### src/hw/utd_pkg.sv
// Shared constants and types of the upstream channel parameter decoder.
package utd_pkg;
  localparam logic [7:0] T_RATE = 8'h01;
  localparam logic [7:0] T_FREQ = 8'h02;
  localparam logic [7:0] T_PRE = 8'h03;
  localparam logic [7:0] T_BURST1 = 8'h04;
  localparam logic [7:0] T_BURST2 = 8'h05;
  localparam logic [7:0] T_PRE_EXT = 8'h06;
  localparam logic [7:0] T_MODE = 8'h07;
  localparam logic [7:0] T_FRAME = 8'h08;
  localparam logic [7:0] T_CPM = 8'h09;
  localparam logic [7:0] T_ACT = 8'h0A;
  localparam logic [7:0] T_SEED = 8'h0B;
  localparam logic [7:0] L_ONE = 8'h01;
  localparam logic [7:0] L_FREQ = 8'h04;
  localparam logic [7:0] L_SEED = 8'h02;
  localparam logic [7:0] PRE_MAX = 8'h80;
  localparam logic [7:0] EXT_MAX = 8'h40;
  localparam int PRE_BYTES = 192;
  localparam logic [7:0] MODE_ON = 8'h01;
  localparam logic [7:0] MODE_OFF = 8'h02;
  localparam logic [7:0] RATE_GEN2 = 8'h20;
  localparam logic [7:0] RATE_CDMA_MIN = 8'h08;
  localparam logic [7:0] FRAME_MIN = 8'h01;
  localparam logic [7:0] FRAME_MAX = 8'h20;
  localparam logic [7:0] CPM_MIN = 8'h02;
  localparam logic [7:0] CPM_MAX = 8'h20;
  localparam logic [7:0] ACT_MIN = 8'h40;
  localparam logic [7:0] ACT_MAX = 8'h80;
  localparam logic [8:0] A_CTRL = 9'h000;
  localparam logic [8:0] A_STATUS = 9'h004;
  localparam logic [8:0] A_RATE = 9'h008;
  localparam logic [8:0] A_FREQ = 9'h00C;
  localparam logic [8:0] A_CDMA = 9'h010;
  localparam logic [8:0] A_SEED = 9'h014;
  localparam logic [8:0] A_ERR = 9'h018;
  localparam logic [8:0] A_PRE = 9'h100;
  localparam logic [8:0] A_PRE_END = 9'h1C0;
  localparam logic CTRL_EN_RST = 1'b1;
  localparam int E_LEN = 0;
  localparam int E_RANGE = 1;
  localparam int E_RATE = 2;
  localparam int E_MULT = 3;
  localparam int E_PRES = 4;
  localparam int E_ORDER = 5;
  localparam int E_TRUNC = 6;
  localparam int ERR_W = 7;
  localparam logic [1:0] RESP_OKAY = 2'b00;
  localparam logic [1:0] RESP_SLVERR = 2'b10;
  typedef enum logic [1:0] {S_TYPE = 2'b00, S_LEN = 2'b01, S_VAL = 2'b10} utd_state_e;
endpackage : utd_pkg

### src/hw/utd_decoder.sv
// Channel parameter decoder with preamble store and AXI4-Lite register access.
`timescale 1ns/100ps
`default_nettype none
// Notes on behaviour
// Each parameter is one type byte, one length byte, then that many value bytes.
// Type 1, one byte, is rate multiple of 160 kHz: 1,2,4,8,16,32.
// Rate multiple 32 marks the channel as second-generation only.
// Sender keeps rate at 8, 16 or 32 in code-division mode; others flagged.
// Type 2, four bytes, is centre frequency in hertz.
// Type 3, 1 to 128 bytes, is the first or whole preamble superstring.
// Superstring bits run MSB first, eight per value byte.
// Burst preambles are substrings of the stored superstring.
// Types 4 and 5 are burst descriptors and may repeat.
// Type 6, 1 to 64 bytes, extends the superstring after type 3.
// Sender sends the extension only after a 128-byte base preamble.
// Type 7, one byte: 1 selects code-division, 2 selects time-division.
// Code-division on marks the channel as second-generation only.
// Without type 7 the channel runs time-division.
// Type 8, one byte, spreading intervals per frame, 1 to 32.
// Type 9, one byte, codes per mini-slot, 2 to 32.
// Type 10, one byte, active codes, 64 to 128.
// Active codes must be a multiple of codes per mini-slot; else flagged.
// Type 11 seed is 15 bits left-justified in two bytes.
// Zero seed disables code hopping; otherwise hopping uses the seed.
// Types 8 to 11 present exactly when code-division is on; mismatch flagged.
// Burst descriptors come after all channel-wide parameters.
// Unknown types are skipped by their length, leaving decoded values alone.
// Wrong fixed length or out-of-range value sets a sticky error.
module utd_decoder (
  input wire logic clk_sys_in,
  input wire logic reset_in,
  input wire logic strm_valid_in,
  input wire logic [7:0] strm_data_in,
  input wire logic strm_first_in,
  input wire logic strm_last_in,
  output logic strm_ready_out,
  output logic msg_done_out,
  output logic gen2_only_out,
  output logic sync_cdma_out,
  output logic hopping_on_out,
  output logic error_out,
  input wire logic s_axi_awvalid_in,
  output logic s_axi_awready_out,
  input wire logic [8:0] s_axi_awaddr_in,
  input wire logic s_axi_wvalid_in,
  output logic s_axi_wready_out,
  input wire logic [31:0] s_axi_wdata_in,
  input wire logic [3:0] s_axi_wstrb_in,
  output logic s_axi_bvalid_out,
  input wire logic s_axi_bready_in,
  output logic [1:0] s_axi_bresp_out,
  input wire logic s_axi_arvalid_in,
  output logic s_axi_arready_out,
  input wire logic [8:0] s_axi_araddr_in,
  output logic s_axi_rvalid_out,
  input wire logic s_axi_rready_in,
  output logic [31:0] s_axi_rdata_out,
  output logic [1:0] s_axi_rresp_out
);
  utd_pkg::utd_state_e state_reg, cur_st;
  logic [7:0] type_reg, len_reg, cnt_reg;
  logic skip_reg;
  logic [7:0] rate_reg, frame_reg, cpm_reg, act_reg, pre_len_reg, ext_len_reg, b1_cnt_reg, b2_cnt_reg, tot_len;
  logic [31:0] freq_reg;
  logic [15:0] seed_raw_reg;
  logic cdma_reg, burst_seen_reg, en_reg;
  logic [3:0] seen_reg;
  logic [utd_pkg::ERR_W-1:0] err_reg, err_set, err_clr;
  logic done_pend_reg, done_reg, gen2_reg, hop_reg;
  logic [7:0] pre_mem [0:utd_pkg::PRE_BYTES-1];
  logic take, is_len, is_val, wr_val, last_val, msg_end, len_ok, wr_fire, ar_fire;
  logic [8:0] aw_word, ar_word;
  logic [31:0] rd_word;
  logic bvalid_reg, rvalid_reg;
  logic [1:0] bresp_reg, rresp_reg;
  logic [31:0] rdata_reg;

  function automatic logic in_rng(input logic [7:0] v, input logic [7:0] lo, input logic [7:0] hi);
    return (v >= lo) && (v <= hi);
  endfunction : in_rng

  function automatic logic rate_ok(input logic [7:0] v);
    return (v != 8'h00) && ((v & (v - 8'h01)) == 8'h00) && (v <= utd_pkg::RATE_GEN2);
  endfunction : rate_ok

  function automatic logic mapped(input logic [8:0] a);
    return (a <= utd_pkg::A_ERR) || ((a >= utd_pkg::A_PRE) && (a < utd_pkg::A_PRE_END));
  endfunction : mapped

  function automatic logic [7:0] pre_byte(input logic [7:0] i);
    return (i < tot_len) ? pre_mem[i] : 8'h00;
  endfunction : pre_byte

  // Ready is software's stall: clearing the enable holds the stream source off.
  assign strm_ready_out = en_reg;
  assign take = strm_valid_in && en_reg;
  assign is_len = take && (cur_st == utd_pkg::S_LEN);
  assign is_val = take && (cur_st == utd_pkg::S_VAL);
  assign last_val = is_val && (cnt_reg == len_reg - 8'h01);
  assign wr_val = is_val && !skip_reg;
  assign msg_end = take && strm_last_in;
  assign tot_len = pre_len_reg + ext_len_reg;

  always_comb begin
    cur_st = strm_first_in ? utd_pkg::S_TYPE : state_reg;
  end

  always_comb begin
    case (type_reg)
      utd_pkg::T_RATE, utd_pkg::T_MODE, utd_pkg::T_FRAME, utd_pkg::T_CPM, utd_pkg::T_ACT: begin
        len_ok = (strm_data_in == utd_pkg::L_ONE);
      end
      utd_pkg::T_FREQ: len_ok = (strm_data_in == utd_pkg::L_FREQ);
      utd_pkg::T_SEED: len_ok = (strm_data_in == utd_pkg::L_SEED);
      utd_pkg::T_PRE: len_ok = in_rng(strm_data_in, utd_pkg::L_ONE, utd_pkg::PRE_MAX);
      utd_pkg::T_PRE_EXT: begin
        len_ok = in_rng(strm_data_in, utd_pkg::L_ONE, utd_pkg::EXT_MAX) && (pre_len_reg == utd_pkg::PRE_MAX);
      end
      default: len_ok = 1'b1;
    endcase
  end

  // Type, length, value walk; a zero length goes straight back to a type byte.
  always_ff @(posedge clk_sys_in) begin
    if (reset_in) begin
      state_reg <= utd_pkg::S_TYPE;
      type_reg <= 8'h00;
      len_reg <= 8'h00;
      cnt_reg <= 8'h00;
      skip_reg <= 1'b0;
    end else if (take) begin
      unique case (cur_st)
        utd_pkg::S_TYPE: begin
          type_reg <= strm_data_in;
          state_reg <= utd_pkg::S_LEN;
        end
        utd_pkg::S_LEN: begin
          len_reg <= strm_data_in;
          cnt_reg <= 8'h00;
          skip_reg <= !len_ok;
          state_reg <= (strm_data_in == 8'h00) ? utd_pkg::S_TYPE : utd_pkg::S_VAL;
        end
        utd_pkg::S_VAL: begin
          cnt_reg <= cnt_reg + 8'h01;
          if (last_val) begin
            state_reg <= utd_pkg::S_TYPE;
          end
        end
        default: state_reg <= utd_pkg::S_TYPE;
      endcase
    end
  end

  // Decoded parameters; a new message starts from defaults, so mode falls back to time-division.
  always_ff @(posedge clk_sys_in) begin
    if (reset_in || (take && strm_first_in)) begin
      rate_reg <= 8'h00;
      freq_reg <= 32'h0000_0000;
      cdma_reg <= 1'b0;
      frame_reg <= 8'h00;
      cpm_reg <= 8'h00;
      act_reg <= 8'h00;
      seed_raw_reg <= 16'h0000;
      seen_reg <= 4'h0;
      pre_len_reg <= 8'h00;
      ext_len_reg <= 8'h00;
      b1_cnt_reg <= 8'h00;
      b2_cnt_reg <= 8'h00;
      burst_seen_reg <= 1'b0;
    end else begin
      if (is_len && (type_reg == utd_pkg::T_BURST1)) begin
        b1_cnt_reg <= b1_cnt_reg + 8'h01;
        burst_seen_reg <= 1'b1;
      end
      if (is_len && (type_reg == utd_pkg::T_BURST2)) begin
        b2_cnt_reg <= b2_cnt_reg + 8'h01;
        burst_seen_reg <= 1'b1;
      end
      if (wr_val) begin
        case (type_reg)
          utd_pkg::T_RATE: if (rate_ok(strm_data_in)) rate_reg <= strm_data_in;
          utd_pkg::T_FREQ: freq_reg <= {freq_reg[23:0], strm_data_in};
          utd_pkg::T_PRE: pre_len_reg <= cnt_reg + 8'h01;
          utd_pkg::T_PRE_EXT: ext_len_reg <= cnt_reg + 8'h01;
          utd_pkg::T_MODE: begin
            if (strm_data_in == utd_pkg::MODE_ON) cdma_reg <= 1'b1;
            else if (strm_data_in == utd_pkg::MODE_OFF) cdma_reg <= 1'b0;
          end
          utd_pkg::T_FRAME: begin
            if (in_rng(strm_data_in, utd_pkg::FRAME_MIN, utd_pkg::FRAME_MAX)) frame_reg <= strm_data_in;
            seen_reg[0] <= 1'b1;
          end
          utd_pkg::T_CPM: begin
            if (in_rng(strm_data_in, utd_pkg::CPM_MIN, utd_pkg::CPM_MAX)) cpm_reg <= strm_data_in;
            seen_reg[1] <= 1'b1;
          end
          utd_pkg::T_ACT: begin
            if (in_rng(strm_data_in, utd_pkg::ACT_MIN, utd_pkg::ACT_MAX)) act_reg <= strm_data_in;
            seen_reg[2] <= 1'b1;
          end
          utd_pkg::T_SEED: begin
            seed_raw_reg <= {seed_raw_reg[7:0], strm_data_in};
            seen_reg[3] <= 1'b1;
          end
          default: ;
        endcase
      end
    end
  end

  // Extension bytes land right behind byte 128, so the store is one contiguous superstring.
  always_ff @(posedge clk_sys_in) begin
    if (wr_val && (type_reg == utd_pkg::T_PRE)) begin
      pre_mem[cnt_reg] <= strm_data_in;
    end else if (wr_val && (type_reg == utd_pkg::T_PRE_EXT)) begin
      pre_mem[8'(utd_pkg::PRE_MAX + cnt_reg)] <= strm_data_in;
    end
  end

  always_comb begin
    err_set = '0;
    if (is_len && !len_ok) err_set[utd_pkg::E_LEN] = 1'b1;
    if (wr_val) begin
      case (type_reg)
        utd_pkg::T_RATE: err_set[utd_pkg::E_RANGE] = !rate_ok(strm_data_in);
        utd_pkg::T_MODE: begin
          err_set[utd_pkg::E_RANGE] = (strm_data_in != utd_pkg::MODE_ON) && (strm_data_in != utd_pkg::MODE_OFF);
        end
        utd_pkg::T_FRAME: err_set[utd_pkg::E_RANGE] = !in_rng(strm_data_in, utd_pkg::FRAME_MIN, utd_pkg::FRAME_MAX);
        utd_pkg::T_CPM: err_set[utd_pkg::E_RANGE] = !in_rng(strm_data_in, utd_pkg::CPM_MIN, utd_pkg::CPM_MAX);
        utd_pkg::T_ACT: err_set[utd_pkg::E_RANGE] = !in_rng(strm_data_in, utd_pkg::ACT_MIN, utd_pkg::ACT_MAX);
        default: ;
      endcase
    end
    if (take && (cur_st == utd_pkg::S_TYPE) && burst_seen_reg && !strm_first_in &&
        (in_rng(strm_data_in, utd_pkg::T_RATE, utd_pkg::T_PRE) || in_rng(strm_data_in, utd_pkg::T_PRE_EXT, utd_pkg::T_SEED))) begin
      err_set[utd_pkg::E_ORDER] = 1'b1;
    end
    if (msg_end && !((is_len && (strm_data_in == 8'h00)) || last_val)) err_set[utd_pkg::E_TRUNC] = 1'b1;
    // Whole-message checks wait one cycle so the last byte's value is already stored.
    if (done_pend_reg) begin
      if (cdma_reg) begin
        err_set[utd_pkg::E_RATE] = (rate_reg < utd_pkg::RATE_CDMA_MIN);
        err_set[utd_pkg::E_PRES] = (seen_reg != 4'hF);
      end else begin
        err_set[utd_pkg::E_PRES] = (seen_reg != 4'h0);
      end
      if (seen_reg[1] && seen_reg[2] && (cpm_reg != 8'h00) && ((act_reg % cpm_reg) != 8'h00)) begin
        err_set[utd_pkg::E_MULT] = 1'b1;
      end
    end
  end

  always_ff @(posedge clk_sys_in) begin
    if (reset_in) begin
      err_reg <= '0;
    end else begin
      err_reg <= (err_reg & ~err_clr) | err_set;
    end
  end

  always_ff @(posedge clk_sys_in) begin
    if (reset_in) begin
      done_pend_reg <= 1'b0;
      done_reg <= 1'b0;
      gen2_reg <= 1'b0;
      hop_reg <= 1'b0;
    end else begin
      done_pend_reg <= msg_end;
      done_reg <= done_pend_reg;
      gen2_reg <= (rate_reg == utd_pkg::RATE_GEN2) || cdma_reg;
      hop_reg <= cdma_reg && (seed_raw_reg[15:1] != 15'h0);
    end
  end

  assign msg_done_out = done_reg;
  assign gen2_only_out = gen2_reg;
  assign sync_cdma_out = cdma_reg;
  assign hopping_on_out = hop_reg;
  assign error_out = |err_reg;

  // Address and data are taken together; the bus allows the slave to wait for both.
  assign aw_word = {s_axi_awaddr_in[8:2], 2'b00};
  assign ar_word = {s_axi_araddr_in[8:2], 2'b00};
  assign wr_fire = s_axi_awvalid_in && s_axi_wvalid_in && !bvalid_reg;
  assign s_axi_awready_out = wr_fire;
  assign s_axi_wready_out = wr_fire;
  assign err_clr = (wr_fire && (aw_word == utd_pkg::A_ERR) && s_axi_wstrb_in[0]) ? s_axi_wdata_in[6:0] : '0;

  always_ff @(posedge clk_sys_in) begin
    if (reset_in) begin
      bvalid_reg <= 1'b0;
      bresp_reg <= utd_pkg::RESP_OKAY;
    end else if (wr_fire) begin
      bvalid_reg <= 1'b1;
      bresp_reg <= mapped(aw_word) ? utd_pkg::RESP_OKAY : utd_pkg::RESP_SLVERR;
    end else if (s_axi_bready_in) begin
      bvalid_reg <= 1'b0;
    end
  end

  always_ff @(posedge clk_sys_in) begin
    if (reset_in) begin
      en_reg <= utd_pkg::CTRL_EN_RST;
    end else if (wr_fire && (aw_word == utd_pkg::A_CTRL) && s_axi_wstrb_in[0]) begin
      en_reg <= s_axi_wdata_in[0];
    end
  end

  always_comb begin
    rd_word = 32'h0000_0000;
    case (ar_word)
      utd_pkg::A_CTRL: rd_word[0] = en_reg;
      utd_pkg::A_STATUS: rd_word = {b2_cnt_reg, b1_cnt_reg, tot_len, 4'h0, error_out, hop_reg, cdma_reg, gen2_reg};
      utd_pkg::A_RATE: rd_word[7:0] = rate_reg;
      utd_pkg::A_FREQ: rd_word = freq_reg;
      utd_pkg::A_CDMA: rd_word[23:0] = {act_reg, cpm_reg, frame_reg};
      utd_pkg::A_SEED: rd_word[14:0] = seed_raw_reg[15:1];
      utd_pkg::A_ERR: rd_word[6:0] = err_reg;
      default: begin
        if (mapped(ar_word)) begin
          rd_word = {pre_byte(ar_word[7:0]), pre_byte(ar_word[7:0] | 8'h01),
                     pre_byte(ar_word[7:0] | 8'h02), pre_byte(ar_word[7:0] | 8'h03)};
        end
      end
    endcase
  end

  assign ar_fire = s_axi_arvalid_in && !rvalid_reg;
  assign s_axi_arready_out = !rvalid_reg;

  always_ff @(posedge clk_sys_in) begin
    if (reset_in) begin
      rvalid_reg <= 1'b0;
      rdata_reg <= 32'h0000_0000;
      rresp_reg <= utd_pkg::RESP_OKAY;
    end else if (ar_fire) begin
      rvalid_reg <= 1'b1;
      rdata_reg <= rd_word;
      rresp_reg <= mapped(ar_word) ? utd_pkg::RESP_OKAY : utd_pkg::RESP_SLVERR;
    end else if (s_axi_rready_in) begin
      rvalid_reg <= 1'b0;
    end
  end

  assign s_axi_bvalid_out = bvalid_reg;
  assign s_axi_bresp_out = bresp_reg;
  assign s_axi_rvalid_out = rvalid_reg;
  assign s_axi_rdata_out = rdata_reg;
  assign s_axi_rresp_out = rresp_reg;
endmodule : utd_decoder
`default_nettype wire

### config.mk
export PLATFORM = sky130hd
export DESIGN_NAME = utd_decoder
export DESIGN_NICKNAME = d
export VERILOG_FILES = /design/src/hw/utd_pkg.sv /design/src/hw/utd_decoder.sv
export SDC_FILE = /design/constraint.sdc
export NUM_CORES = 2
export LEC_CHECK = 0
export ABC_AREA = 1
export BUFFER_PORTS_ARGS = -buffer_cell sky130_fd_sc_hd__buf_4
export CAP_MARGIN = 25
export CELL_PAD_IN_SITES_DETAIL_PLACEMENT = 2
export CELL_PAD_IN_SITES_GLOBAL_PLACEMENT = 2
export CORE_MARGIN = 2
export CORE_UTILIZATION = 41
export DETAILED_ROUTE_END_ITERATION = 7
export GPL_TIMING_DRIVEN = 1
export PLACE_DENSITY = 0.76
export REMOVE_ABC_BUFFERS = 1
export SLEW_MARGIN = 15
export SYNTH_ARGS = -nofsm -noshare
export SYNTH_HDL_FRONTEND = slang
export SYNTH_SLANG_ARGS = --single-unit
### constraint.sdc
create_clock -name clk_sys_in -period 8.2 [get_ports clk_sys_in]
set_input_delay 1.64 -clock clk_sys_in [delete_from_list [all_inputs] [get_ports clk_sys_in]]
set_output_delay 1.64 -clock clk_sys_in [all_outputs]
set_load 0.05 [all_outputs]
Yosys cells after proc, flatten, opt, wreduce, memory -nomap -nowiden. Memories as Yosys holds them, arrays and structs flattened. Cells that the tools add are included.

Logic and storage cells: 236. RAM bits: 1536. Memories kept: 1. Output and inout bits: 47. Bits in registers: 195. Input port bits: 72.

Memories: pre_mem (words 192, width 8, rd ports 4, clocked after memory_dff 0, write ports 1, line utd_decoder.sv:70) `logic [7:0] pre_mem [0:utd_pkg::PRE_BYTES-1];`.

Muxes and demuxes: 45. Bitwise logic cells: 4. $lt $le $gt $ge: 20. Div/mod/pow operators: 1. Reductions and logical operators: 96. Add/sub/neg operators: 7. Equality and inequality tests: 30.

Operator list (number): two-way mux 8 bit (6); logical AND 1 bit (42); case mux 6 bit (7 select lines) (1); equality test 8 x 3 -> 1 bit, second input constant (5); case mux 9 bit (4 select lines) (1); case mux 7 bit (5 select lines) (1); equality test 8 x 4 -> 1 bit, second input constant (4); less-than comparator 8 bit (4); two-way mux 32 bit (1); equality test 7 x 3 -> 1 bit, second input constant (4); adder 8 x 1 -> 8 bit, second input constant (3); equality test 8 x 2 -> 1 bit, second input constant (3); case mux 8 bit (3 select lines) (1); nonzero test 8 bit (3); AND reduction 2 bit (11); two-way mux 1 bit (21); greater-or-equal comparator 9 bit, second input constant (2); less-or-equal comparator 9 x 5 -> 1 bit, second input constant (2); zero test 9 bit (2); less-than comparator 9 bit, second input constant (2); equality test 8 x 1 -> 1 bit, second input constant (2); zero test 8 bit (2); case mux 8 bit (2 select lines) (1); subtractor 8 x 1 -> 8 bit, second input constant (2); 46 further kinds (77).

Longest topological paths before layout.
Word-level depth: 10. Depth in mapped cells: 77. Depth with buffers taken out: 77.

Worst setup path after synthesis. Ideal clock, no wire load.

Path type: register -> register. Start: register cpm_reg[0]. End: register err_reg[3] (netlist bit). Clock period less this slack: 8.516 ns. Required time: 8.068 ns. Data arrival time: 8.384 ns. Path slack: -0.316 ns. Cell stages (with the launch flop): 73. Cell sequence: dfxtp_1 inv_1 ha_1 nor2_1 nor2_1 nand3_1 nand2_1 inv_1 ha_1 o21ai_0 nand2_1 nand2_1 nand2_1 nand2_1 ha_1 nand2_1 nand3_1 nand2_1 [... 37 more ...] a21oi_1 o21ai_0 xor2_1 nand2_1 nand2_1 inv_1 ha_1 nand2_1 a21oi_1 a211oi_1 o311ai_0 or2_2 a21oi_1 nand2_1 nor2_1 nand2_1 nand2_1 a21oi_1.

Word-level cells in the longest chain between the ends: 6. Elaborated cells on any way between the ends: 8. Those cells by class: div: 1; mux: 2; bitwise: 1; reduce/logical: 4.

RTL lines: from (decl) (line utd_decoder.sv:63) `logic [7:0] rate_reg, frame_reg, cpm_reg, act_reg, pre_len_reg, ext_len_reg, b1_cnt_reg, b2_cnt_reg, tot_len;`; from (signal assigned) (line utd_decoder.sv:194) `if (in_rng(strm_data_in, utd_pkg::CPM_MIN, utd_pkg::CPM_MAX)) cpm_reg <= strm_data_in;`; modulo 8 x 8 -> 8 bit or nonzero test 8 bit (tied branches) (line utd_decoder.sv:248) `if (seen_reg[1] && seen_reg[2] && (cpm_reg != 8'h00) && ((act_reg % cpm_reg) != 8'h00)) begin`; nonzero test 8 bit or logical AND 1 bit (tied branches) (line utd_decoder.sv:248); logical AND 1 bit (*) (line utd_decoder.sv:248); two-way mux 1 bit (*) (line utd_decoder.sv:248); two-way mux 3 bit (*) (line utd_decoder.sv:241) `if (done_pend_reg) begin`; bitwise OR 7 bit (*) (line utd_decoder.sv:258) `err_reg <= (err_reg & ~err_clr) | err_set;`; to (signal assigned) (line utd_decoder.sv:258); to (decl) (line utd_decoder.sv:68) `logic [utd_pkg::ERR_W-1:0] err_reg, err_set, err_clr;`.

Every way passes the cells marked *; elsewhere a longest branch is shown, timed or not. A chain may end at the register's enable or synchronous reset.

Worst setup path in the final report.
Start: register cpm_reg[5]. End: register err_reg[3] (netlist bit).

Same word-level chain as after synthesis.

==> metrics.md <==
| Metric | Value |
|---|---|
| Status | complete, but fails checks |
| Failing checks | negative setup slack |
| Power Density | 250 nW/um^2 |
| Final worst-path cycle share | 116% |
| Fill cells | 15.6k |
| Via Count | 48.1k |
| Post-synthesis average cell area | 13.4 um^2 |
| Global placement routability congestion | 0.812 |
| Minimum clock period | 9.51 ns |
| Most common cell after layout, fill and taps aside | edfxtp_1 |
| CP max stage delay | 0.34 ns |
| Final setup vio count | 1 |
| Setup crit end kind | flop |
| Logic pwr share | 10.1% |
| FF-to-FF setup slack | -1.31 ns |
| Vias in the first global route | 51.7k |
| Depth of the most critical reg-to-reg path | 64 |
| MaxCap Viol Count | 0 |
| Die Area | 168000 um^2 |
| Crit path top cell by count | nand2_2 |
| Sw Ratio | 25.4% |
| Die width | 410 um |
| Placeable Area | 164000 um^2 |
| P_leak | 25.4 nW |
| Synthesized cell area | 67600 um^2 |
| Fin Hold WS | 0.457 ns |
| H-tree depth | 4 |
| Max reg flops | 1536 |
| Clock root cell | clkbuf_16 |
| Row count | 149 |
| CP endpoint | err_reg[3] |
| Drt pass-1 iters | 5 |
| Initial Util | 41.1% |
| First-pass GRT wire length | 378 mm |
| Internal power | 0.0147 W |
| CP max FO | 6 |
| HPWL after detailed placement | 156 mm |
| Clock power frac | 41.1% |
| Netlist cell types | 67 |
| Hold path depth | 2 |
| Reg area | 50000 um^2 |
| Hold Crit Class | reg2reg |
| Critical path's slowest cell | dfxtp_1 |
| CTS Hold Bufs | 0 |
| Required time worst endpoint | 8.92 ns |
| Post-synth EDFFs | 1536 |
| Total gr overflow | 0 |
| Area grow syn2layout | 16.8% |
| Switching pwr | 0.00501 W |
| Layout Utilization | 48.1% |
| # IOs | 119 |
| WS Path Type | reg2reg |
| Number of port buffers | 84 |
| Placed cells | 7186 |
| Initial DRC Count | 5078 |
| Area leader, netlist | edfxtp_1 |
| Mapped Cells | 5037 |
| Clock Sinks | 1729 |
| Multi-input gate area | 16900 um^2 |
| Initial antenna violation count | 12 |
| Final hold vios | 0 |
| Antenna Violating Nets Remaining | 0 |
| Warnings, synthesis | 0 |
| Hold Startpoint | state_reg[1] |
| Worst R2R Start | cpm_reg[5] |
| Net count, final | 5390 |
| Cts bufs inserted | 183 |
| Largest net degree at the start of global routing | 156 |
| Sequential area share after synthesis | 73.9% |
| RSZ-0062 raised after global routing | yes |
| Max rail drop VDD | 225 uV |
| Seq cells post-synth | 1729 |
| Critical path launch point type | flop |
| Worst Setup SP | cpm_reg[5] |
| Total wire length | 270 mm |
| Routed vias/inst | 6.33 |
| Max Clk Rate | 105 MHz |
| CTS tree | built |
| Worst Skew | 0.0398 ns |
| Post-synth ARST share | 0% |
| Setup ws final | -1.31 ns |
| Reg2Reg Capture Point | err_reg[3] |
| Synth Flop Type | edfxtp_1 |
| DRC | 0 |
| WL per Instance | 35.5 um |
| Pins Over Slew Limit | 0 |
| Clk slew on worst S/H paths | 0.06 ns |
| Max Buffers Root-to-Sink | 3 |
| Layout cell share with drive strength beyond 1 | 16.6% |
| Slew headroom | 24.4% |
| Most frequent cells in the layout | edfxtp_1, o22ai_1, nor2_1, o21ai_0, buf_4 |
| GRT Total Usage | 30.8% |
| Die height | 410 um |
| Tot Pwr | 0.0197 W |
| Slew @ Worst Pin | 1.13 ns |
| Clock Latency Late Sink | 0.84 ns |
| Largest cells by area after synthesis | edfxtp_1, o22ai_1, dfxtp_1 |
| Reg power frac | 48.8% |
| Final std cells w/o fill | 7602 |
| CP Data Arrival Time | 10.22 ns |
| Yosys top cell area share | 68.2% |
## critical path: cells and delay by family (launching register included)
kind	cells	cell delay, ns
xor+xnor	2	0.53
flops	1	0.34
compound gates	7	1.26
simple gates	37	4.31
buf+inv	11	1.15
fa+ha+maj	7	1.73
## routing by layer
layer / share of wire, % / wire [um] / vias to the layer above / GRT usage [%]
met1: 39 / 105000 / 25488 / 38.7
met3: 6.4 / 17400 / 593 / 5.13
met5: 0.019 / 51 / - / 0
li1: - / - / 19861 / -
met4: 4.5 / 12200 / 8 / 13.4
met2: 50 / 135000 / 2162 / 52.6
## kinds of logic after synthesis
family	Yosys count	synth area share (%)
compound gates	1556	13.9
simple gates	1094	7.04
buf+inv	550	3.31
xor+xnor	42	0.555
other cells	1	0.00554
fa+ha+maj	65	1.22
flops	1729	73.9
## stage by stage
stage | TNS (ns) | area [um^2] | setup WS, ns
detailed placement | -1.55 | 71300 | -1.55
finish | -1.31 | 79000 | -1.31
CTS | -0.368 | 78200 | -0.368
floorplan | -39.59 | 66300 | -1.77
global route | -1.53 | 79000 | -1.53
global placement | -1.08 | 71300 | -1.08
## Yosys cell counts, drive strengths merged, types with 2 or more instances
cell and instances:
a2111oi 3, a211oi 11, a21boi 7, a21o 2, a21oi 190, a221oi 17, a22o 3, a22oi 9
a31oi 16, and2 3, and3 3, buf 155, clkbuf 157, clkinv 4, dfxtp 193, edfxtp 1536
fa 2, ha 63, inv 234, nand2 385, nand3 120, nand3b 4, nand4 50, nor2 422
nor3 72, nor3b 4, nor4 9, o2111ai 16, o211ai 53, o21a 8, o21ai 393, o21bai 3
o221ai 15, o22ai 720, o311ai 32, o31ai 45, o41ai 8, or2 20, xnor2 12, xor2 30
## repair_timing
| action | in CTS | in global routing |
|---|---|---|
| resized for setup | 205 | 109 |
| pin swaps | 87 | 102 |
| setup endpoints to repair | 1 | 1 |
| setup buffers | 45 | 17 |
## how the worst min path moves through the flow
stage,slack (ns),to
floorplan,0.43,freq_reg[24]
global placement,0.43,freq_reg[24]
detailed placement,0.45,type_reg[7]
CTS,0.46,freq_reg[24]
global route,0.48,type_reg[4]
finish,0.46,state_reg[1]
## layout make-up
cell class                      count  share of cell area [%]
Sequential cell                  1729                    63.3
Multi-Input combinational cell   2759                    21.3
Clock buffer                      252                    6.32
Timing Repair Buffer              342                    3.59
Tap cell                         2189                    3.47
Inverter                          238                    1.16
Clock inverter                     91                   0.866
Antenna cell                        2                 0.00633
## power groups by stage
stage	Clock, W	Sequential, W	Combinational (W)
floorplan	0	0.00984	0.000677
global placement	0	0.00980	0.00138
detailed placement	0	0.00981	0.00148
CTS	0.00813	0.00962	0.00177
global route	0.00845	0.00961	0.00207
finish	0.00811	0.00962	0.00199
Note: power is estimated with default switching activity, not from simulation.
